--- src/verilog/isss_pkg.sv ---
package isss_pkg;
  localparam int          WORD_W        = 16;
  localparam int          CNT_W         = 5;
  localparam int          CLK_MHZ       = 250;
  localparam int          CS_LEAD_NS10  = 488;  // tenths of ns, chip select to clock edge
  localparam int          CS_LEAD_CYC   = (CS_LEAD_NS10 * CLK_MHZ + 9999) / 10000;
  localparam logic [7:0]  FAST_MAX_SET  = 8'h07;
  localparam logic [15:0] TX_RESET_WORD = 16'h0000;
  typedef enum logic [1:0] {
    ISSS_IDLE  = 2'b00,
    ISSS_XFER  = 2'b01
  } isss_state_t;
endpackage : isss_pkg

--- src/verilog/isss_spi_slave.sv ---
// Summary of operation
// - the link runs with clock idling high and data captured on the rising clock edge.
// - the top bit of the output word is driven when chip select falls, before any clock edge.
// - each later output bit is shifted out after a falling edge of the serial clock.
// - data in is sampled on rising serial clock edges while chip select is low.
// - data out is released whenever chip select is high.
module isss_spi_slave
  import isss_pkg::*;
(
  input  wire logic              clk,
  input  wire logic              arst_n,
  input  wire logic              sclk,
  input  wire logic              cs_n,
  input  wire logic              din,
  output logic                   dout,
  output logic                   dout_oe,
  input  wire logic [WORD_W-1:0] tx_word,
  input  wire logic [7:0]        sample_period_setting,
  output logic [WORD_W-1:0]      rx_word,
  output logic                   rx_valid,
  output logic                   fast_mode
);

  logic [2:0] sclk_s_q;
  logic [2:0] cs_s_q;
  logic [1:0] din_s_q;
  logic [2:0] sclk_s_d;
  logic [2:0] cs_s_d;
  logic [1:0] din_s_d;
  // stage 2 is a history bit for edge detection, not read from stage 0
  always_comb begin
    sclk_s_d = {sclk_s_q[1:0], sclk};
    cs_s_d   = {cs_s_q[1:0], cs_n};
    din_s_d  = {din_s_q[0], din};
  end
  always_ff @(posedge clk or negedge arst_n) begin
    if (!arst_n) begin
      sclk_s_q <= 3'h7;
      cs_s_q   <= 3'h7;
      din_s_q  <= 2'h0;
    end else begin
      sclk_s_q <= sclk_s_d;
      cs_s_q   <= cs_s_d;
      din_s_q  <= din_s_d;
    end
  end

  logic sclk_rise;
  logic sclk_fall;
  logic cs_fall;
  logic cs_high;
  assign cs_high   = cs_s_q[1];
  assign cs_fall   = cs_s_q[2] & ~cs_s_q[1];
  // mode 3: idle high, capture on rise, launch on fall
  assign sclk_rise = ~sclk_s_q[2] & sclk_s_q[1] & ~cs_high;
  assign sclk_fall = sclk_s_q[2] & ~sclk_s_q[1] & ~cs_high;

  isss_state_t       st_q;
  isss_state_t       st_d;
  logic [WORD_W-1:0] tx_q;
  logic [WORD_W-1:0] tx_d;
  logic [WORD_W-1:0] rx_q;
  logic [WORD_W-1:0] rx_d;
  logic [WORD_W-1:0] rxo_q;
  logic [WORD_W-1:0] rxo_d;
  logic [CNT_W-1:0]  cnt_q;
  logic [CNT_W-1:0]  cnt_d;
  logic              dout_d;
  logic              oe_d;
  logic              rxv_d;
  logic              fast_d;
  logic              first_q;
  logic              first_d;

  // shared by both shift registers: msb leaves first, new bit enters at the bottom
  function automatic logic [WORD_W-1:0] isss_shl(input logic [WORD_W-1:0] w, input logic b);
    return {w[WORD_W-2:0], b};
  endfunction : isss_shl

  always_comb begin
    st_d    = st_q;
    tx_d    = tx_q;
    rx_d    = rx_q;
    rxo_d   = rxo_q;
    cnt_d   = cnt_q;
    first_d = first_q;
    dout_d  = dout;
    oe_d    = dout_oe;
    rxv_d   = 1'b0;
    fast_d  = (sample_period_setting <= FAST_MAX_SET);
    unique case (st_q)
      ISSS_IDLE: begin
        oe_d = 1'b0;
        if (cs_fall) begin
          st_d    = ISSS_XFER;
          tx_d    = tx_word;
          dout_d  = tx_word[WORD_W-1];
          oe_d    = 1'b1;
          cnt_d   = '0;
          first_d = 1'b1;
        end
      end
      ISSS_XFER: begin
        if (cs_high) begin
          st_d   = ISSS_IDLE;
          oe_d   = 1'b0;
        end else begin
          if (sclk_fall) begin
            // first fall only opens the frame; the top bit is already out
            if (!first_q) begin
              tx_d   = isss_shl(tx_q, 1'b0);
              dout_d = tx_q[WORD_W-2];
            end
            first_d = 1'b0;
          end
          if (sclk_rise) begin
            rx_d    = isss_shl(rx_q, din_s_q[1]);
            first_d = 1'b0;
            if (cnt_q == CNT_W'(WORD_W - 1)) begin
              cnt_d = '0;
              rxo_d = isss_shl(rx_q, din_s_q[1]);
              rxv_d = 1'b1;
            end else begin
              cnt_d = cnt_q + CNT_W'(1);
            end
          end
        end
      end
      default: st_d = ISSS_IDLE;
    endcase
  end

  always_ff @(posedge clk or negedge arst_n) begin
    if (!arst_n) begin
      st_q      <= ISSS_IDLE;
      tx_q      <= TX_RESET_WORD;
      rx_q      <= '0;
      rxo_q     <= '0;
      cnt_q     <= '0;
      first_q   <= 1'b0;
      dout      <= 1'b0;
      dout_oe   <= 1'b0;
      rx_valid  <= 1'b0;
      fast_mode <= 1'b0;
    end else begin
      st_q      <= st_d;
      tx_q      <= tx_d;
      rx_q      <= rx_d;
      rxo_q     <= rxo_d;
      cnt_q     <= cnt_d;
      first_q   <= first_d;
      dout      <= dout_d;
      dout_oe   <= oe_d;
      rx_valid  <= rxv_d;
      fast_mode <= fast_d;
    end
  end
  assign rx_word = rxo_q;

  a_oe_off_idle: assert property (@(posedge clk) disable iff (!arst_n)
    cs_s_q[1] && $past(cs_s_q[1]) |-> ##1 !dout_oe)
    else $error("data out driven while chip select high");
  a_msb_at_cs: assert property (@(posedge clk) disable iff (!arst_n)
    (st_q == ISSS_IDLE) && cs_fall |=> dout_oe && dout == $past(tx_word[WORD_W-1]))
    else $error("top bit not driven at chip select fall");
  a_shift_on_fall: assert property (@(posedge clk) disable iff (!arst_n)
    (st_q == ISSS_XFER) && !cs_high && sclk_fall && !first_q |=> dout == $past(tx_q[WORD_W-2]))
    else $error("output bit not shifted after falling clock");
  a_sample_rise: assert property (@(posedge clk) disable iff (!arst_n)
    (st_q == ISSS_XFER) && !cs_high && sclk_rise |=> rx_q[0] == $past(din_s_q[1]))
    else $error("input bit not sampled on rising clock");
  a_ignore_idle: assert property (@(posedge clk) disable iff (!arst_n)
    (st_q == ISSS_IDLE) && !cs_fall |=> $stable(rx_q) && !rx_valid)
    else $error("activity taken while chip select high");
  a_mode3_idle: assert property (@(posedge clk) disable iff (!arst_n)
    cs_fall |-> !sclk_fall && !sclk_rise)
    else $error("clock edge seen at chip select fall");

  a_oe_in_xfer: assert property (@(posedge clk) disable iff (!arst_n)
    (st_q == ISSS_XFER) && !cs_high |=> dout_oe)
    else $error("data out not driven during transfer");

  a_oe_drop_cs: assert property (@(posedge clk) disable iff (!arst_n)
    (st_q == ISSS_XFER) && cs_high |=> !dout_oe && (st_q == ISSS_IDLE))
    else $error("data out not released when chip select rose");

  a_idle_no_drive: assert property (@(posedge clk) disable iff (!arst_n)
    (st_q == ISSS_IDLE) && !cs_fall |=> !dout_oe)
    else $error("data out driven while idle");

  a_first_fall_keep: assert property (@(posedge clk) disable iff (!arst_n)
    (st_q == ISSS_XFER) && !cs_high && sclk_fall && first_q |=> $stable(dout))
    else $error("top bit lost at first falling clock");

  a_dout_hold: assert property (@(posedge clk) disable iff (!arst_n)
    (st_q == ISSS_XFER) && !sclk_fall |=> $stable(dout))
    else $error("data out changed without falling clock");

  a_tx_hold: assert property (@(posedge clk) disable iff (!arst_n)
    (st_q == ISSS_XFER) && !sclk_fall |=> $stable(tx_q))
    else $error("output word shifted without falling clock");

  a_rx_shift: assert property (@(posedge clk) disable iff (!arst_n)
    (st_q == ISSS_XFER) && !cs_high && sclk_rise |=> rx_q[WORD_W-1:1] == $past(rx_q[WORD_W-2:0]))
    else $error("input word not shifted on rising clock");

  a_valid_pulse: assert property (@(posedge clk) disable iff (!arst_n)
    rx_valid |=> !rx_valid)
    else $error("word valid longer than one cycle");

  a_valid_count: assert property (@(posedge clk) disable iff (!arst_n)
    rx_valid |-> $past(cnt_q) == CNT_W'(WORD_W - 1))
    else $error("word valid before the last bit");

  a_word_on_valid: assert property (@(posedge clk) disable iff (!arst_n)
    rx_valid |-> rx_word == rx_q)
    else $error("received word differs from shift register");

  a_word_hold: assert property (@(posedge clk) disable iff (!arst_n)
    !rx_valid |-> $stable(rx_word))
    else $error("received word changed without valid");

  a_count_restart: assert property (@(posedge clk) disable iff (!arst_n)
    (st_q == ISSS_IDLE) && cs_fall |=> (cnt_q == '0) && first_q)
    else $error("bit count not restarted at chip select fall");
endmodule : isss_spi_slave

--- config.mk ---
export PLATFORM = sky130hd
export DESIGN_NAME = isss_spi_slave
export DESIGN_NICKNAME = d
export VERILOG_FILES = /design/src/verilog/isss_pkg.sv /design/src/verilog/isss_spi_slave.sv
export SDC_FILE = /design/constraint.sdc
export NUM_CORES = 1
export LEC_CHECK = 0
export BUFFER_PORTS_ARGS = -buffer_cell sky130_fd_sc_hd__buf_4
export CAP_MARGIN = 25
export CORE_MARGIN = 2
export CORE_UTILIZATION = 55
export DETAILED_ROUTE_END_ITERATION = 12
export PLACE_DENSITY = 0.8
export SYNTH_ARGS = -nofsm -noshare
export SYNTH_HDL_FRONTEND = slang
export SYNTH_SLANG_ARGS = --single-unit
--- constraint.sdc ---
create_clock -name clk -period 1.91 [get_ports clk]
set_input_delay 0.2865 -clock clk [delete_from_list [all_inputs] [get_ports clk]]
set_output_delay 0.2865 -clock clk [all_outputs]
set_load 0.01 [all_outputs]
Word-level counts from Yosys, hierarchy flattened
Cells that the tools add are included.
Word-level totals
  bits in registers: 66
  latch bits: 0
  RAM bits: 0
  memory bits (read-only): 0
  output and inout port bits: 20
  memories: 0
Operators by class
  add/subtract/negate cells: 1
  multiply operators: 0
  div/mod/pow operators: 0
  magnitude comparators: 1
  eq/ne operators: 9
  shift-type cells: 0
  mux-type cells: 30
  bitwise operators: 8
  reduce and logical (&&, ||, !) cells: 9
Operators with widths (count)
  15-bit 2-to-1 mux: 4
  15-bit case mux with 2 select lines: 1
  5-bit 2-to-1 mux: 4
  1-bit 2-to-1 mux: 14
  2-bit != test (second input constant): 6
  4-bit AND reduction: 3
  5-bit case mux with 2 select lines: 1
  8-bit by 3-bit <= comparator with 1-bit output (second input constant): 1
  1-bit case mux with 2 select lines: 3
  5-bit by 1-bit adder with 5-bit output (second input constant): 1
  1-bit AND: 5
  5-bit by 4-bit == test with 1-bit output (second input constant): 1
  5-bit AND reduction: 1
  2-bit 2-to-1 mux: 2
  2-bit case mux with 2 select lines: 1
  2-bit AND reduction: 2
  3-bit != test (second input constant): 1
  1-bit NOT: 3
  3-bit AND reduction: 1
  2-bit by 1-bit == test with 1-bit output (second input constant): 1
  2-bit logical NOT: 1
  2-bit nonzero test: 1

Longest topological paths before layout
  word-level depth: 7
  mapped depth: 6
  gate-level depth less buffers: 4

Least setup slack after synthesis
OpenSTA, ideal clock, no wires.
  path type: register -> register
  start: reg sclk_s_q[2]
  end: reg dout
  library setup time: 125 ps
  arrival: 1431 ps
  required time: 1785 ps
  path slack: 353 ps
  cell stages (with the launch flop): 5
  buffers on the path: 1
  clock period less this slack: 1557 ps
  cells stage by stage: dfstp_2 > nand4bb_1 > a21oi_4 > buf_12 > mux2_4
Between the ends
  cells in the longest elaborated chain, start to end: 4
RTL lines
  start: declaration: line isss_spi_slave.sv:24  | logic [2:0] sclk_s_q;
  start signal: assignment: line isss_spi_slave.sv:42  | sclk_s_q <= sclk_s_d;
  1-bit AND (2 in series): line isss_spi_slave.sv:56  | assign sclk_fall = sclk_s_q[2] & ~sclk_s_q[1] & ~cs_high;
  2-bit != test (no line)
  5-bit AND reduction (no line)
  end signal: assignment: line isss_spi_slave.sv:152  | dout <= dout_d;
  end: declaration: line isss_spi_slave.sv:15  | output logic dout,
No other way between the ends.
A chain may end at the register's enable or synchronous reset.

Worst setup path after layout
  start: reg st_q[0]
  end: reg tx_q[0]
Between the ends
  cells in the longest elaborated chain, start to end: 3
  elaborated cells between the ends (all ways): 9
  those cells by class: 5 x eq/ne; 1 x mux; 3 x reduce/logical
RTL lines
  start: declaration: line isss_spi_slave.sv:58  | isss_state_t st_q;
  start signal: assignment: line isss_spi_slave.sv:146  | st_q <= st_d;
  2-bit by 1-bit == test with 1-bit output / 2-bit logical NOT (equally long branches): line isss_spi_slave.sv:91  | unique case (st_q)
  2-bit != test (no line) / 2-bit nonzero test (equally long branches)
  5-bit AND reduction (no line)
  end signal: assignment: line isss_spi_slave.sv:147  | tx_q <= tx_d;
  end: declaration: line isss_spi_slave.sv:60  | logic [WORD_W-1:0] tx_q;
Several ways; a longest one is shown, not always the timed one.

==> out/results.ini <==
[run_status]
status = finished, final reports clean

[synthesis]
async_reset_ff_share_pct = 100
ys_top_cells_by_count = dfrtp_1 (59), nand2_1 (47), mux2_2 (27), mux2_1 (10), mux2_4 (10)
yosysMostFrequentCell = dfrtp_1
synthesis.area_sq_um = 2740
synth_flop_cell = dfrtp_1
yosysWarnings = 0
synth_top_cell_area_share_pct = 53.9
synthTopCellsByArea = dfrtp_1 (54%), mux2_2 (11%), nand2_1 (6.4%)
synth_cell_types = 33
synthCells = 205
synth_top_cell_by_area = dfrtp_1
synth_edf_count = 0
ys_seq_area_share_pct = 59.7
ys_ff_latch = 65
synth_area_per_cell_sq_um = 13.4
synth_nets = 235

[clocking]
clock_latency_ps = 330
cts_max_path_buffers = 2
clk_pin_slew_ps = 70
cts_resized = 0
cts_root_buffer = clkbuf_8
cts_made_buffers = 9
ctsHoldBuffers = 0
cts_tree = yes
cts_setup_buffers = 0
numClockSinks = 65
htreeDepth = 3

[timing]
fmax_mhz = 591
maxSlewViolCount = 0
hold_ws_ps = 30.5
period_share_pct = 88.5
hold_viol = 0
slew_headroom_pct = 48.2
tightest_slew_ps = 777
fin_worst_skew_ps = 6.39
rsz0062_at_grt = false
finalSetupTns_ps = 0
setup_violations = 0
fin_crit_ps = 1690

[global_route]
grt_max_degree = 66
grt_first_pass_wirelength_um = 7250
track_usage_pct = 17.8
grt-ovfl-total = 0
grtUsageMet2_pct = 26.0
grt_util_met3_pct = 4.74
use_met1_pct = 23.4
grt_pass1_vias = 1577
grt-busiest-layer = met2
antenna_found_initial = 0

[route]
finalWirelength_um = 4230
wl_per_cell_um = 12.9
drtAntennaViolNets = 0
drt-initial-drc-count = 113
drt_first_pass_iters = 5
drc = 0
vias_per_cell = 5.06
vias = 1659

[worst_setup_path]
worst-r2r-setup-slack_ps = 220
worstPathRequired_ps = 2130
critPathLaunchType = flip-flop
end_kind = flip-flop
arrival_ps = 1910
rr_endpoint = tx_q[0]$_DFFE_PN0P_
reg2reg_from = st_q[0]$_DFFE_PN0P_
critPathMaxFanout = 22
path_class = reg -> reg
rr_worst_depth = 5

[place]
portBuffers = 45
globalplace.congestion = 0.700
hpwl_um = 2730

[die]
rows = 25
fp.dieArea_sq_um = 5560
die_width_um = 74.6
start_util_pct = 57.6
core_area_sq_um = 4750
die_h_um = 74.6
ios = 49

[hold_path]
hold_class = in -> async

[pwr]
switching_share_pct = 23.3
ir_drop_v = 0.000506
p_per_area_nw_per_um2 = 899
p_int_w = 0.00229
p_sw_w = 0.000696
clockPowerShare_pct = 34.3
p_seq_share_pct = 53.7
power.leakage_nw = 1.70
comb_power_share_pct = 11.9

[cells_and_area]
final_layout_size_suffix_gt1_share_pct = 42.9
fillers = 386
finalNetCount = 286
synthToLayoutAreaGrowth_pct = 21.4
antenna_cells = 0

[job]
maxCapViolations = 0

[worst max-delay path, cell delays in order (launching register included)]
cell      delay (ps)
dfrtp_1          510
buf_12           230
nand2b_4         160
a21oi_4          140
buf_12           180
mux2_2           350
[cell usage in the layout, fill, tap and decap left out, drive strengths merged]
cell | netlist | routed
or4 | 1 | 1
a22oi | 1 | 1
o211ai | 1 | 1
nand3 | 7 | 7
nor2 | 4 | 4
dfrtp | 59 | 59
clkinv | 0 | 3
ha | 1 | 1
nand2 | 47 | 47
or3b | 1 | 1
xnor2 | 1 | 1
nand4b | 2 | 2
mux2 | 47 | 47
nand4 | 1 | 1
and4bb | 1 | 1
nor2b | 2 | 2
nand4bb | 2 | 2
clkbuf | 1 | 13
inv | 2 | 2
a21oi | 3 | 3
o311ai | 1 | 1
dfstp | 6 | 6
buf | 9 | 50
nand2b | 1 | 1
o21ai | 4 | 4
[power by group through the flow]
stage,clock network (W),logic (W),registers (W)
detailed placement,0,0.000364,0.00163
CTS,0.00105,0.000364,0.00161
global route,0.00112,0.000396,0.00163
floorplan,0,0.000257,0.00160
global placement,0,0.000350,0.00162
finish,0.00103,0.000357,0.00161
[per-layer routing]
metal / vias up / routed length (um)
met4: 0 / 103
li1: 801 / -
met2: 44 / 1970
met3: 10 / 204
met5: - / 0
met1: 804 / 1950
[stage by stage]
stage	total power [W]	instances	util, %	cell area [sq um]	setup WS (ps)
floorplan	0.00186	205	-	2740	353
global placement	0.00197	312	66.3	3150	246
detailed placement	0.00199	312	66.3	3150	230
CTS	0.00302	328	69.9	3320	216
global route	0.00314	328	69.9	3320	157
finish	0.00299	328	69.9	3320	219
[cell families (layout without fill, tap and decap cells)]
kind of cell / after synthesis / after routing / share of synthesized area (%)
and+or+nand+nor: 69 / 69 / 13.4
DFF: 65 / 65 / 59.7
muxes: 47 / 47 / 20.7
buffers and inverters: 12 / 68 / 2.92
AOI/OAI and AO/OA: 10 / 10 / 2.56
adders and majority gates: 1 / 1 / 0.457
xor gates and xnor gates: 1 / 1 / 0.320
[registers in the layout, indices dropped and copies added, names as in the netlist]
register   count
din_s_q        2
rx_valid       1
rx_word       16
dout_oe        1
sclk_s_q       3
cnt_q          5
tx_q          15
st_q           1
rx_q          15
first_q        1
dout           1
cs_s_q         3
fast_mode      1
[final cells by class]
class,count,area [sq um],area share (%)
inverters,2,7.51,0.226
clock inverters,3,15.0,0.452
well taps,67,83.8,2.52
flip-flops and latches,65,1630,49.2
multi-input cells,128,1020,30.8
clock buffers,13,159,4.78
repair buffers,50,400,12.0
[how the worst max path moves through the flow]
stage / from / to
finish: st_q[0]$_DFFE_PN0P_ / tx_q[0]$_DFFE_PN0P_
CTS: st_q[0]$_DFFE_PN0P_ / tx_q[0]$_DFFE_PN0P_
floorplan: sclk_s_q[2]$_DFF_PN1_ / dout$_DFFE_PN0P_
global route: cnt_q[0]$_DFFE_PN0P_ / rx_word[15]$_DFFE_PN0P_
detailed placement: st_q[0]$_DFFE_PN0P_ / tx_q[0]$_DFFE_PN0P_
global placement: st_q[0]$_DFFE_PN0P_ / tx_q[2]$_DFFE_PN0P_
Note: power is estimated with default switching activity, not from simulation.
